## src/core/hbridge_pkg.sv

```systemverilog
// Package: timing constants, state enum and carrier structs of the bridge control
`default_nettype none
package hbridge_pkg;

	// ****************************************
	// Timebase
	// ****************************************
	localparam int unsigned CLK_HZ = 20000000;
	// Coast interval before sleep, in microseconds
	localparam int unsigned SLEEP_ENTRY_TIME_US = 1000;
	localparam int unsigned SLEEP_CYCLES = SLEEP_ENTRY_TIME_US * (CLK_HZ / 1000000);

	// Interval defaults in cycles (no figures printed, plain defaults)
	localparam int unsigned OFF_CYCLES     = 400;
	localparam int unsigned BLANK_CYCLES   = 40;
	localparam int unsigned DEGLITCH_CYCLES = 20;
	localparam int unsigned OCP_DEG_CYCLES = 20;
	localparam int unsigned RETRY_CYCLES   = 4000;
	localparam int unsigned WAKE_CYCLES    = 100;
	localparam int unsigned DEAD_CYCLES    = 4;

	// Counter width used by all interval counters
	localparam int unsigned CNT_W = 16;
	localparam logic [CNT_W-1:0] CNT_ZERO = 16'h0000;

	// ****************************************
	// Types
	// ****************************************
	typedef enum logic [2:0] {
		ST_SLEEP,
		ST_WAKE,
		ST_ACTIVE,
		ST_OCP_OFF,
		ST_THERMAL
	} mode_t;

	// Requested drive of one half-bridge
	typedef enum logic [1:0] {
		HB_OFF,
		HB_HIGH,
		HB_LOW
	} half_t;

	// Gate commands of one half-bridge
	typedef struct packed {
		logic hs;
		logic ls;
	} gate_t;

	// Synchronised fault and comparator inputs
	typedef struct packed {
		logic trip;
		logic overcurrent_protect;
		logic thermal;
	} sense_t;

endpackage
`default_nettype wire

```

## src/core/half_bridge_dead.sv

```systemverilog
// One half-bridge driver with dead interval between high and low drive
`default_nettype none
module half_bridge_dead
	import hbridge_pkg::*;
#(
	parameter int unsigned DEAD = DEAD_CYCLES
) (
	input  wire logic  clk_i,
	input  wire logic  nrst_i,
	input  wire half_t req_i,
	output var  gate_t gate_o,
	output var  logic  switching_o
);

	typedef struct packed {
		half_t            cur;
		logic [CNT_W-1:0] dead;
		gate_t            gate;
		logic             sw;
	} hb_state_t;

	hb_state_t st;
	hb_state_t next_st;

	// A change of polarity first passes through both switches off
	always_comb begin
		next_st = st;
		next_st.sw = 1'b0;
		if (st.dead != CNT_ZERO) begin
			next_st.dead = st.dead - 16'h0001;
		end else if (req_i != st.cur) begin
			next_st.sw = 1'b1;
			if ((st.cur == HB_HIGH && req_i == HB_LOW) ||
				(st.cur == HB_LOW && req_i == HB_HIGH)) begin
				next_st.cur  = HB_OFF;
				next_st.dead = CNT_W'(DEAD);
			end else begin
				next_st.cur = req_i;
			end
		end
		next_st.gate.hs = (next_st.cur == HB_HIGH);
		next_st.gate.ls = (next_st.cur == HB_LOW);
	end

	always_ff @(posedge clk_i or negedge nrst_i) begin
		if (!nrst_i) begin
			st <= '{cur: HB_OFF, dead: CNT_ZERO, gate: 2'b00, sw: 1'b0};
		end else begin
			st <= next_st;
		end
	end

	assign gate_o      = st.gate;
	assign switching_o = st.sw;

	// Never both switches of one leg on
	AST_NO_SHOOT: assert property (@(posedge clk_i)
		disable iff (!nrst_i)
		!(gate_o.hs && gate_o.ls)) else $error("shoot-through");

	// High to low passes an off interval first
	AST_DEAD_GAP: assert property (@(posedge clk_i)
		disable iff (!nrst_i)
		$fell(gate_o.hs) |-> !gate_o.ls) else $error("no dead gap");

endmodule
`default_nettype wire

```

## src/core/hbridge_ctrl.sv

```systemverilog
// H-bridge control: decode, chopping, protection and sleep sequencing
`default_nettype none
module hbridge_ctrl
	import hbridge_pkg::*;
#(
	parameter int unsigned OFF_T   = OFF_CYCLES,
	parameter int unsigned BLANK_T = BLANK_CYCLES,
	parameter int unsigned DEG_T   = DEGLITCH_CYCLES,
	parameter int unsigned OCP_T   = OCP_DEG_CYCLES,
	parameter int unsigned RETRY_T = RETRY_CYCLES,
	parameter int unsigned WAKE_T  = WAKE_CYCLES,
	parameter int unsigned SLEEP_T = SLEEP_CYCLES
) (
	input  wire logic clk_i,
	input  wire logic nrst_i,
	input  wire logic ctrl_in_a_i,
	input  wire logic ctrl_in_b_i,
	input  wire logic chop_trip_i,
	input  wire logic hs_limit_a_i,
	input  wire logic ls_limit_a_i,
	input  wire logic hs_limit_b_i,
	input  wire logic ls_limit_b_i,
	input  wire logic thermal_shutdown_i,
	input  wire logic supply_undervoltage_lock_i,
	output var  gate_t bridge_out_a_o,
	output var  gate_t bridge_out_b_o,
	output var  logic  sleep_o,
	output var  logic  chopping_o,
	output var  logic  fault_o
);

	// ****************************************
	// State
	// ****************************************
	typedef struct packed {
		logic [1:0]       in_m;     // first synchroniser stage
		logic [1:0]       in_s;     // synchronised inputs
		logic [1:0]       in_prev;
		sense_t           sen_m;
		sense_t           sen;
		mode_t            mode;
		logic [CNT_W-1:0] mode_cnt; // wake, sleep and retry counter
		logic             chop;
		logic [CNT_W-1:0] off_cnt;
		logic [CNT_W-1:0] blank_cnt;
		logic [CNT_W-1:0] deg_cnt;
		logic [CNT_W-1:0] ocp_cnt;
		logic             pwr_seen; // first cycle after reset done
		logic             sleep;
		logic             fault;
	} ctrl_state_t;

	ctrl_state_t st;
	ctrl_state_t next_st;

	half_t req_a;
	half_t req_b;
	logic  sw_a;
	logic  sw_b;
	logic  any_limit;
	logic  trip_ok;
	logic  core_nrst;

	// ****************************************
	// Combined limit and trip qualifiers
	// ****************************************
	// Supply lockout clears all logic at once; release is as unsynchronised
	// as the reset pin itself, accepted since both come from the same supply
	assign core_nrst = nrst_i & ~supply_undervoltage_lock_i;
	// Per-switch limits are OR'd, independent of the regulation comparator
	assign any_limit = st.sen.overcurrent_protect;
	// Trip is only trusted after blanking and a full deglitch run
	assign trip_ok = (st.blank_cnt == CNT_ZERO) &&
		(st.deg_cnt >= CNT_W'(DEG_T));

	// ****************************************
	// Next-state logic
	// ****************************************
	always_comb begin
		next_st = st;
		// Two-stage synchronisers on the direction, trip, limit and thermal pins
		next_st.in_m    = {ctrl_in_b_i, ctrl_in_a_i};
		next_st.in_s    = st.in_m;
		next_st.in_prev = st.in_s;
		next_st.sen_m.trip    = chop_trip_i;
		next_st.sen_m.overcurrent_protect     = hs_limit_a_i | ls_limit_a_i |
			hs_limit_b_i | ls_limit_b_i;
		next_st.sen_m.thermal = thermal_shutdown_i;
		next_st.sen = st.sen_m;
		next_st.pwr_seen = 1'b1;

		// Blanking restarts on every output switching event, and already on
		// an input change, so a held trip cannot rearm before the legs move
		if (sw_a || sw_b || st.in_s != st.in_prev) begin
			next_st.blank_cnt = CNT_W'(BLANK_T);
		end else if (st.blank_cnt != CNT_ZERO) begin
			next_st.blank_cnt = st.blank_cnt - 16'h0001;
		end

		// Deglitch counts consecutive trip assertion outside blanking
		if (!st.sen.trip || st.blank_cnt != CNT_ZERO) begin
			next_st.deg_cnt = CNT_ZERO;
		end else if (st.deg_cnt < CNT_W'(DEG_T)) begin
			next_st.deg_cnt = st.deg_cnt + 16'h0001;
		end

		// Overcurrent persistence counter
		if (!any_limit || st.mode != ST_ACTIVE) begin
			next_st.ocp_cnt = CNT_ZERO;
		end else if (st.ocp_cnt < CNT_W'(OCP_T)) begin
			next_st.ocp_cnt = st.ocp_cnt + 16'h0001;
		end

		// Fixed off-time chopping
		if (st.mode != ST_ACTIVE) begin
			next_st.chop    = 1'b0;
			next_st.off_cnt = CNT_ZERO;
		end else if (st.chop && st.in_s != st.in_prev) begin
			next_st.chop    = 1'b0;
			next_st.off_cnt = CNT_ZERO;
		end else if (st.chop && st.off_cnt != CNT_ZERO) begin
			next_st.off_cnt = st.off_cnt - 16'h0001;
		end else if (st.chop) begin
			// Off-time over: restart if still above threshold
			if (st.sen.trip) begin
				next_st.off_cnt = CNT_W'(OFF_T - 1);
			end else begin
				next_st.chop = 1'b0;
			end
		end else if (trip_ok && st.in_s != 2'b00) begin
			next_st.chop    = 1'b1;
			next_st.off_cnt = CNT_W'(OFF_T - 1);
		end

		// Mode sequencing
		unique case (st.mode)
			ST_SLEEP: begin
				if (st.in_s != 2'b00) begin
					next_st.mode     = ST_WAKE;
					next_st.mode_cnt = CNT_ZERO;
				end
			end
			ST_WAKE: begin
				if (st.in_s == 2'b00) begin
					next_st.mode = ST_SLEEP;
				end else if (st.mode_cnt >= CNT_W'(WAKE_T - 1)) begin
					next_st.mode     = ST_ACTIVE;
					next_st.mode_cnt = CNT_ZERO;
				end else begin
					next_st.mode_cnt = st.mode_cnt + 16'h0001;
				end
			end
			ST_ACTIVE: begin
				if (st.sen.thermal) begin
					next_st.mode = ST_THERMAL;
				end else if (st.ocp_cnt >= CNT_W'(OCP_T)) begin
					next_st.mode     = ST_OCP_OFF;
					next_st.mode_cnt = CNT_ZERO;
				end else if (st.in_s != 2'b00) begin
					next_st.mode_cnt = CNT_ZERO;
				end else if (st.mode_cnt >= CNT_W'(SLEEP_T - 1)) begin
					next_st.mode     = ST_SLEEP;
					next_st.mode_cnt = CNT_ZERO;
				end else begin
					next_st.mode_cnt = st.mode_cnt + 16'h0001;
				end
			end
			ST_OCP_OFF: begin
				if (st.mode_cnt >= CNT_W'(RETRY_T - 1)) begin
					next_st.mode     = ST_ACTIVE;
					next_st.mode_cnt = CNT_ZERO;
				end else begin
					next_st.mode_cnt = st.mode_cnt + 16'h0001;
				end
			end
			ST_THERMAL: begin
				// Hysteresis is in the sensor; its clear is the recovery
				if (!st.sen.thermal) begin
					next_st.mode     = ST_ACTIVE;
					next_st.mode_cnt = CNT_ZERO;
				end
			end
		endcase

		// Power-up with both inputs low: sleep at once
		if (!st.pwr_seen) begin
			next_st.mode = ST_SLEEP;
		end

		next_st.sleep = (next_st.mode == ST_SLEEP) ||
			(next_st.mode == ST_WAKE);
		next_st.fault = (next_st.mode == ST_OCP_OFF) ||
			(next_st.mode == ST_THERMAL);
	end

	// ****************************************
	// Bridge request decode
	// ****************************************
	// Outside active mode both legs float; chopping brakes on the low sides
	always_comb begin
		req_a = HB_OFF;
		req_b = HB_OFF;
		if (st.mode == ST_ACTIVE) begin
			if (st.chop) begin
				req_a = HB_LOW;
				req_b = HB_LOW;
			end else begin
				unique case (st.in_s)
					2'b00: begin
						req_a = HB_OFF;
						req_b = HB_OFF;
					end
					2'b01: begin
						req_a = HB_HIGH;
						req_b = HB_LOW;
					end
					2'b10: begin
						req_a = HB_LOW;
						req_b = HB_HIGH;
					end
					2'b11: begin
						req_a = HB_LOW;
						req_b = HB_LOW;
					end
				endcase
			end
		end
	end

	// ****************************************
	// Half-bridges with dead interval
	// ****************************************
	half_bridge_dead #(
		.DEAD (DEAD_CYCLES)
	) leg_a (
		.clk_i       (clk_i),
		.nrst_i      (core_nrst),
		.req_i       (req_a),
		.gate_o      (bridge_out_a_o),
		.switching_o (sw_a)
	);

	half_bridge_dead #(
		.DEAD (DEAD_CYCLES)
	) leg_b (
		.clk_i       (clk_i),
		.nrst_i      (core_nrst),
		.req_i       (req_b),
		.gate_o      (bridge_out_b_o),
		.switching_o (sw_b)
	);

	// ****************************************
	// State register
	// ****************************************
	// Undervoltage lockout drives the asynchronous reset, so all logic
	// is held cleared while supply is low and restarts on recovery.
	always_ff @(posedge clk_i or negedge core_nrst) begin
		if (!core_nrst) begin
			st <= '0;
		end else begin
			st <= next_st;
		end
	end

	assign sleep_o    = st.sleep;
	assign chopping_o = st.chop;
	assign fault_o    = st.fault;

	// ****************************************
	// Assertions
	// ****************************************
	// Counts cycles spent in overcurrent off, so the retry bound needs
	// no long delay range
	logic [CNT_W-1:0] retry_seen;

	always_ff @(posedge clk_i or negedge core_nrst) begin
		if (!core_nrst) begin
			retry_seen <= CNT_ZERO;
		end else if (st.mode != ST_OCP_OFF) begin
			retry_seen <= CNT_ZERO;
		end else if (retry_seen != {CNT_W{1'b1}}) begin
			retry_seen <= retry_seen + 16'h0001;
		end
	end

	AST_CHOP_START: assert property (@(posedge clk_i)
		disable iff (!core_nrst)
		(st.mode == ST_ACTIVE && !st.chop && trip_ok && st.in_s != 2'b00
		&& !(st.sen.thermal) && st.ocp_cnt < CNT_W'(OCP_T))
		|=> st.chop) else $error("trip did not start chop");
	AST_CHOP_END: assert property (@(posedge clk_i)
		disable iff (!core_nrst)
		(st.chop && st.off_cnt == CNT_ZERO && !st.sen.trip &&
		st.in_s == st.in_prev && st.mode == ST_ACTIVE)
		|=> !st.chop) else $error("chop did not end");
	AST_CHOP_AGAIN: assert property (@(posedge clk_i)
		disable iff (!core_nrst)
		(st.chop && st.off_cnt == CNT_ZERO && st.sen.trip &&
		st.in_s == st.in_prev && st.mode == ST_ACTIVE)
		|=> st.chop && st.off_cnt == CNT_W'(OFF_T - 1))
		else $error("no new off-time");
	AST_CHOP_ABORT: assert property (@(posedge clk_i)
		disable iff (!core_nrst)
		(st.chop && st.in_s != st.in_prev) |=> !st.chop)
		else $error("off-time not abandoned");
	AST_BLANK: assert property (@(posedge clk_i)
		disable iff (!core_nrst)
		(st.blank_cnt != CNT_ZERO && !st.chop) |=> !st.chop)
		else $error("chop in blanking");
	// Legs follow one edge behind the mode, so the check looks one later
	AST_OCP_OFF: assert property (@(posedge clk_i)
		disable iff (!core_nrst)
		(st.mode == ST_OCP_OFF) |=> !st.chop &&
		bridge_out_a_o == 2'b00 && bridge_out_b_o == 2'b00)
		else $error("bridge on in ocp");
	AST_RETRY: assert property (@(posedge clk_i)
		disable iff (!core_nrst)
		(st.mode == ST_OCP_OFF) |-> retry_seen < CNT_W'(RETRY_T))
		else $error("no retry");
	AST_THERMAL: assert property (@(posedge clk_i)
		disable iff (!core_nrst)
		(st.mode == ST_ACTIVE && st.sen.thermal)
		|=> st.mode == ST_THERMAL) else $error("thermal ignored");
	AST_WAKE: assert property (@(posedge clk_i)
		disable iff (!core_nrst)
		$rose(st.mode == ST_ACTIVE) && $past(st.mode) == ST_WAKE
		|-> $past(st.in_s) != 2'b00) else $error("bad wake");

endmodule
`default_nettype wire

```

## config.mk

```make
export PLATFORM = sky130hd
export DESIGN_NAME = hbridge_ctrl
export DESIGN_NICKNAME = d
export VERILOG_FILES = /design/src/core/hbridge_pkg.sv /design/src/core/half_bridge_dead.sv /design/src/core/hbridge_ctrl.sv
export SDC_FILE = /design/constraint.sdc
export NUM_CORES = 1
export LEC_CHECK = 0
export ABC_AREA = 1
export CAP_MARGIN = 5
export CELL_PAD_IN_SITES_DETAIL_PLACEMENT = 0
export CELL_PAD_IN_SITES_GLOBAL_PLACEMENT = 1
export CORE_ASPECT_RATIO = 2
export CORE_MARGIN = 8
export CORE_UTILIZATION = 50
export CTS_BUF_LIST = sky130_fd_sc_hd__clkbuf_16
export DETAILED_ROUTE_END_ITERATION = 10
export DONT_BUFFER_PORTS = 1
export PLACE_DENSITY_LB_ADDON = 0.1
export SLEW_MARGIN = 20
export SYNTH_ARGS = -nofsm -noshare
export SYNTH_HDL_FRONTEND = slang
export SYNTH_HIERARCHICAL = 1
export SYNTH_SLANG_ARGS = --single-unit
export TNS_END_PERCENT = 1
```

## constraint.sdc

```tcl
create_clock -name clk_i -period 29.4 [get_ports clk_i]
set_input_delay 5.88 -clock clk_i [delete_from_list [all_inputs] [get_ports clk_i]]
set_output_delay 5.88 -clock clk_i [all_outputs]
set_load 0.005 [all_outputs]
```

Yosys cells after proc, flatten, opt, wreduce, memory -nomap -nowiden
Index checks and enable logic that the tools add are counted.

word-level totals
  memories kept = 0
  bits in latches = 0
  output and inout bits = 7
  bits in writable memories = 0
  register bits after elaboration = 141
  ROM bits = 0
  input port bits = 11

cells by class
  equal/unequal tests = 32
  divide/modulo/power cells = 0
  reductions and logical operators = 41
  multiplexer cells = 51
  shift operators = 0
  add/subtract/negate cells = 7
  multipliers = 0
  bitwise operators = 5
  $lt $le $gt $ge = 7

operators by type and width
  cell                                                                      number
  16-bit 2-to-1 mux                                                         18
  19-bit case mux with 5 select lines                                       1
  17-bit 2-to-1 mux                                                         4
  16-bit nonzero test                                                       4
  16-bit by 1-bit subtractor with 16-bit output (second input constant)     4
  19-bit 2-to-1 mux                                                         3
  16-bit by 1-bit adder with 16-bit output (second input constant)          3
  18-bit 2-to-1 mux                                                         2
  16-bit by 5-bit >= comparator with 1-bit output (second input constant)   2
  16-bit by 5-bit < comparator with 1-bit output (second input constant)    2
  3-bit 2-to-1 mux                                                          7
  2-bit equality test (second input constant)                               8
  16-bit by 12-bit >= comparator with 1-bit output (second input constant)  1
  16-bit by 15-bit >= comparator with 1-bit output (second input constant)  1
  16-bit by 7-bit >= comparator with 1-bit output (second input constant)   1
  16-bit logical NOT                                                        1
  2-bit 2-to-1 mux                                                          8
  2-bit nonzero test                                                        8
  2-bit by 1-bit equality test with 1-bit output (second input constant)    7
  2-bit case mux with 3 select lines                                        2
  3-bit by 2-bit equality test with 1-bit output (second input constant)    3
  1-bit logical AND                                                         8
  1-bit logical OR                                                          8
  2-bit != test (second input constant)                                     4
  17 further kinds                                                          33

Logic depth before layout (Yosys ltp)
Gate-level depths: netlist of the first run.

  depth after elaboration = 12
  depth in mapped cells = 15
  depth with buffers taken out = 15

Hierarchy
The synthesis of the first run kept the hierarchy.

modules (own cells, without submodules)
  module            cells an instance  instances  area each (µm²)
  hbridge_ctrl      630                1          5147.4
  half_bridge_dead  153                2          1246.2

Worst setup path before layout of the first run
Ideal clock, no wire load.

  path type = input to register
  start point = input ls_limit_a_i
  end point = register st (netlist bit next_st[88])
  setup time = 0.139 ns
  stages = 1
  buffers on the path = 0
  path slack = 22.887 ns
  data arrival time = 6.374 ns
  data required time = 29.261 ns
  cells stage by stage = or4_1

on the way
  longest elaborated chain between the ends = 3

ends and longest elaborated chain
  what                           RTL line             text
  start, declared                hbridge_ctrl.sv:20   input wire logic ls_limit_a_i,
  1-bit bitwise OR (2 in a row)  hbridge_ctrl.sv:86   next_st.sen_m.overcurrent_protect = hs_limit_a_i | ls_limit_a_i |
  1-bit bitwise OR               hbridge_ctrl.sv:87   hs_limit_b_i | ls_limit_b_i;
  end signal, assigned           hbridge_ctrl.sv:262  st <= next_st;
  end, declared                  hbridge_ctrl.sv:53   ctrl_state_t st;

Every way passes these cells.
A chain may end at the register's enable or synchronous reset.

==> results_dict.tcl, run 1 <==
set metrics [dict create \
    seq_area_frac_synth 0.462 \
    r2r_end "st[52]" \
    final_common_cell "nand2_1" \
    hold_class "register to register" \
    start_kind "primary input" \
    holdPathEnd "any_limit" \
    wl_per_cell_um 12.5 \
    drive_gt1_frac 0.150 \
    totalPowerFinal_mw 0.610 \
    grt_use_total 0.162 \
    required_ns 29.87 \
    min-delay-start "next_st[88]" \
    cellLeakagePower_nw 4.26 \
    grt_pass1_wl_um 25600 \
    cts_tree "yes" \
    ctsResizeCount 0 \
    worstSkewPairLatency_ns 0.42 \
    grt_overflow 0 \
    yosys_warnings 6 \
    clock-sinks 141 \
    via_count 5702 \
    synth_seq_cells 141 \
    syn-instance-count 936 \
    num_io_pins 18 \
    globalplace.congestion 0.800 \
    clockBufferDepth 2 \
    rsz0062_at_grt "no" \
    cts.clk_slew.worst_paths_ns 0.06 \
    crit_fanout 81 \
    r2r_slack_ns 27.41 \
    cts.htree.levels 4 \
    critPathSlowestCell "buf_6" \
    initial_core_util 0.505 \
    fin_crit_ns 6.85 \
    top_layer_used "met4" \
    cp_cell_sequence "inv_1, nor2_4, buf_4, buf_6" \
    finalClockSkew_ns 0.0126 \
    rows 64 \
    critical_path_class "primary input to asynchronous set/reset pin" \
    hold_path_depth 0 \
    dieArea_sq_mm 0.0197 \
    dr_wl_met2_um 6810 \
    setup_viol 0 \
    nNetsFinal 967 \
    relSlewSlack 0.479 \
    syn_area_per_cell_sq_um 8.16 \
    drt_iter0_markers 266 \
    hold_buffers 0 \
    postCtsSetupBuffers 0 \
    diodes 0 \
    via_per_inst 4.93 \
    final_hold_viol_count 0 \
    drv_slew 0 \
    peakVddDrop_mv 0.0669 \
    worstMarginPinSlew_ns 0.782 \
    syn-num-nets 958 \
    p_per_area_mw_per_mm2 72.8 \
    cp.arrival_ns 7.32 \
    drv_cap 0 \
    timing.hold.ws_ns 0.349 \
    root_buffer "clkbuf_16" \
    fp.coreArea_sq_mm 0.0151 \
    drc 0 \
    die_w_um 103 \
    synth_area_sq_mm 0.00764 \
    dp_hpwl_um 10200 \
    reg2reg_depth 12 \
    tns_ns 0 \
    wl_met1_um 7080 \
    portBuffers 0 \
    fmax_mhz 146 \
    antenna_found_initial 0 \
    die_y_um 191 \
    crit-reg2reg-launch "st[51]" \
    area_growth_pct 9.76 \
    numCtsBuffers 17 \
    final_cell_mix "nand2_1 (174), nor2_1 (160), dfrtp_1 (141), inv_1 (112), nand3_1 (53)" \
    dr.pass1.iters 4 \
    wirelength_um 14500 \
    post-route-period-util 0.233 \
    ys_types 50 \
    status "complete, no violations" \
    dr_wl_met3_um 380 \
    antenna_left 0 \
    grt_start_max_net_pins 82 \
    worst_setup_path_end_kind "asynchronous set/reset pin" \
    grt_pass1_vias 5546 \
    critPathMaxStageDelay_ns 0.64 \
]
## worst max-delay path: cells and delay by family
kind	cells	cell delay (ns)
buffers and inverters	3	1.29
and+or+nand+nor	1	0.06
## where the power goes
part,leakage (nW),internal [mW],switching (mW)
Clock,0.283,0.113,0.0949
Sequential,1.87,0.222,0.0319
Combinational,2.11,0.0529,0.0959
Total,4.26,0.388,0.223
## through the flow
| step | instances | area [sq um] | util | setup WS, ns |
|---|---|---|---|---|
| after floorplan | 936 | 7640 | - | 15.07 |
| after global placement | 1124 | 7810 | 0.516 | 21.69 |
| after detailed placement | 1124 | 7810 | 0.516 | 21.67 |
| after CTS | 1156 | 8380 | 0.554 | 22.11 |
| after global routing | 1156 | 8390 | 0.554 | 22.25 |
| final | 1156 | 8390 | 0.554 | 22.55 |
## worst max path at each step
stage                       from            to  slack (ns)
final                     nrst_i  leg_a/st[11]       22.55
after global routing      nrst_i        st[93]       22.25
after CTS                 nrst_i  leg_b/st[18]       22.11
after detailed placement  nrst_i        st[54]       21.67
after global placement    nrst_i        st[53]       21.69
after floorplan           nrst_i     any_limit       15.07
## state kept, by name (all words and copies together) (netlist names)
register	cells
leg_b/switching_o	1
leg_b/gate_o	2
sleep_o	1
st	88
any_limit	1
leg_b/st	18
leg_a/switching_o	1
chopping_o	1
leg_a/st	18
leg_a/gate_o	2
next_st	7
fault_o	1
## area by class of cell
type                            count  area, sq um
Tap cell                          198          248
Clock buffer                       17          425
Sequential cell                   141         3530
Clock inverter                     15          144
Inverter                          135          510
Timing Repair Buffer                3         26.3
Fill cell                        1390         6750
Multi-Input combinational cell    647         3500
## per-layer routing
layer  track usage  vias up
met5             0        -
met4        0.0550        0
met3        0.0333       15
met2         0.251       63
met1         0.219     2652
li1              -     2972
## kinds of logic (layout without fill, tap and decap cells)
| group | after synthesis | count (layout) | share of synthesized area |
|---|---|---|---|
| AO/OA/AOI/OAI | 89 | 89 | 0.0644 |
| XOR/XNOR | 34 | 34 | 0.0390 |
| adder cells (fa/ha/maj) | 11 | 11 | 0.0180 |
| buffers and inverters | 148 | 170 | 0.0806 |
| flip-flops | 141 | 141 | 0.462 |
| other | 1 | 1 | 0.000491 |
| AND/OR/NAND/NOR | 512 | 512 | 0.336 |
## synthesized netlist by cell type (all sizes together)
master,instances,area share
buf,12,0.013
a21boi,1,0.00098
clkinv,1,0.00065
ha,11,0.018
nor3,20,0.017
a21oi,42,0.028
a211oi,1,0.00098
o211ai,1,0.00098
o22ai,1,0.00082
conb,1,0.00049
clkbuf,1,0.00049
nor2,195,0.12
nor4,6,0.0049
nand3b,5,0.0054
xnor2,18,0.021
nand4,16,0.015
o2111ai,1,0.0011
a31oi,7,0.0057
and3,1,0.0015
o21ai,31,0.022
nand2,205,0.12
or2,4,0.0039
and2,1,0.0011
inv,134,0.066
nand3,58,0.044
or4,1,0.00098
o21a,3,0.0029
o31ai,1,0.00098
xor2,16,0.018
dfrtp,141,0.46
Note: power is estimated with default switching activity, not from simulation.
==> run 2: changes to the inputs <==
--- a/config.mk
+++ b/config.mk
@@ -11,7 +11,7 @@
 export CELL_PAD_IN_SITES_GLOBAL_PLACEMENT = 1
 export CORE_ASPECT_RATIO = 2
 export CORE_MARGIN = 8
-export CORE_UTILIZATION = 50
+export CORE_UTILIZATION = 49
 export CTS_BUF_LIST = sky130_fd_sc_hd__clkbuf_16
 export DETAILED_ROUTE_END_ITERATION = 10
 export DONT_BUFFER_PORTS = 1
==> constraint.sdc (replaced) <==
create_clock -name clk_i -period 6.4 [get_ports clk_i]
set_input_delay 1.28 -clock clk_i [delete_from_list [all_inputs] [get_ports clk_i]]
set_output_delay 1.28 -clock clk_i [all_outputs]
set_load 0.005 [all_outputs]
==> results_dict.tcl, run 2 (synthesis results as in run 1) <==
set metrics [dict create \
    start_kind "register" \
    drc 0 \
    worst_setup_path_end_kind "primary output" \
    pwr-share-seq 0.412 \
    fmax_mhz 471 \
    clock-sinks 141 \
    swShare 0.340 \
    wirelength_um 15200 \
    cellLeakagePower_nw 4.26 \
    drv_cap 0 \
    worstSkewPairLatency_ns 0.42 \
    place_worst_setup_slack_ns 3.81 \
    numCtsBuffers 17 \
    dr.pass1.iters 4 \
    initial_core_util 0.500 \
    finalClockSkew_ns 0.00702 \
    timing.hold.ws_ns 0.348 \
    area_growth_pct 9.92 \
    via_count 5833 \
    rows 64 \
    grt_use_total 0.162 \
    postCtsSetupBuffers 0 \
    nNetsFinal 966 \
    critical_path_class "register to primary output" \
    design_area_sq_mm 0.00840 \
    worstMarginPinSlew_ns 0.812 \
    antenna_left 0 \
    cts.htree.levels 4 \
    via_per_inst 5.05 \
    combinationalPowerShare 0.244 \
    root_buffer "clkbuf_16" \
    final_cell_mix "nand2_1 (174), nor2_1 (160), dfrtp_1 (141), inv_1 (114), nand3_1 (53)" \
    p_per_area_mw_per_mm2 337 \
    diodes 0 \
    die_w_um 104 \
    power.switching_mw 0.962 \
    status "complete, no violations" \
    tns_ns 0 \
    setup_viol 0 \
    grt_overflow 0 \
    cp.arrival_ns 0.84 \
    ctsResizeCount 0 \
    final_hold_viol_count 0 \
    drv_slew 0 \
    place_area_sq_mm 0.00782 \
    cts_tree "yes" \
    clockBufferDepth 2 \
    fin_crit_ns 2.12 \
    largest_register "st" \
    worst_slack_ns 4.28 \
    post-route-period-util 0.332 \
    hold_class "register to register" \
    relSlewSlack 0.457 \
    final_common_cell "nand2_1" \
    largestRegisters "st (88), leg_a/st (18), leg_b/st (18)" \
    rsz0062_at_grt "no" \
    antenna_found_initial 0 \
    grt_pass1_vias 6050 \
    power.internal_mw 1.87 \
    dp_hpwl_um 11300 \
    grt_start_max_net_pins 114 \
    hold_buffers 0 \
    die_y_um 193 \
    wl_per_cell_um 13.1 \
    clockPowerShare 0.343 \
    grt_pass1_wl_um 26500 \
    peakVddDrop_mv 0.206 \
    dieArea_sq_mm 0.0201 \
    drt_iter0_markers 179 \
    cts.clk_slew.worst_paths_ns 0.06 \
    num_io_pins 18 \
    globalplace.congestion 0.828 \
    fp.coreArea_sq_mm 0.0153 \
    portBuffers 0 \
    largest_register_ffs 88 \
    crit_fanout 4 \
    drive_gt1_frac 0.145 \
    required_ns 5.12 \
]
-- run 2: power groups by stage --
stage | clock, mW | sequential, mW | combinational [mW]
finish | 0.971 | 1.17 | 0.691
CTS | 1.00 | 1.17 | 0.703
global route | 1.03 | 1.18 | 0.786
detailed placement | 0 | 1.18 | 0.698
global placement | 0 | 1.18 | 0.680
floorplan | 0 | 1.15 | 0.586
-- run 2: final cells by class --
type / count / area, sq um
clock buffer: 17 / 425
sequential: 141 / 3530
timing repair buffer: 2 / 27.5
tap: 198 / 248
multi-input combinational: 647 / 3500
clock inverter: 14 / 155
inverter: 135 / 510
fill: 1433 / 6900
-- run 2: worst register-to-register path: stages (launching register included) --
cell and delay [ns]:
dfrtp_1 0.39, inv_1 0.09, ha_1 0.24, nand3_4 0.11
nor2_4 0.16, and3_4 0.23, and2_4 0.19, nor2_8 0.05
inv_4 0.14, nand2_2 0.11, o21ai_1 0.09, nand2_1 0.06
nand2_1 0.06
-- run 2: per-layer routing --
| metal | wire length [um] | track usage |
|---|---|---|
| met3 | 316 | 0.0334 |
| met5 | 0 | 0 |
| met4 | 340 | 0.0802 |
| met2 | 8740 | 0.322 |
| met1 | 5770 | 0.151 |
-- run 2: worst paths after layout --
| path | slack, ns | to | depth (start not counted) | start |
|---|---|---|---|---|
| setup / recovery | 4.28 | chopping_o | 0 | chopping_o |
| hold / removal | 0.35 | next_st[93] | 0 | next_st[95] |
| setup reg to reg | 4.41 | st[53] | 12 | st[51] |
| hold reg to reg | 0.35 | next_st[93] | 0 | next_st[95] |
| max in group asynchronous | 4.35 | st[37] | 3 | nrst_i |
| min in group asynchronous | 0.96 | sleep_o | 1 | supply_undervoltage_lock_i |
-- run 2: metrics by stage --
| step | cells | utilization | power [mW] |
|---|---|---|---|
| 6_report | 1154 | 0.549 | 2.83 |
| 5_1_grt | 1154 | 0.549 | 3.00 |
| 4_1_cts | 1154 | 0.549 | 2.87 |
| 3_5_place_dp | 1123 | 0.511 | 1.88 |
| 3_3_place_gp | 1123 | 0.511 | 1.86 |
| 2_1_floorplan | 936 | - | 1.73 |
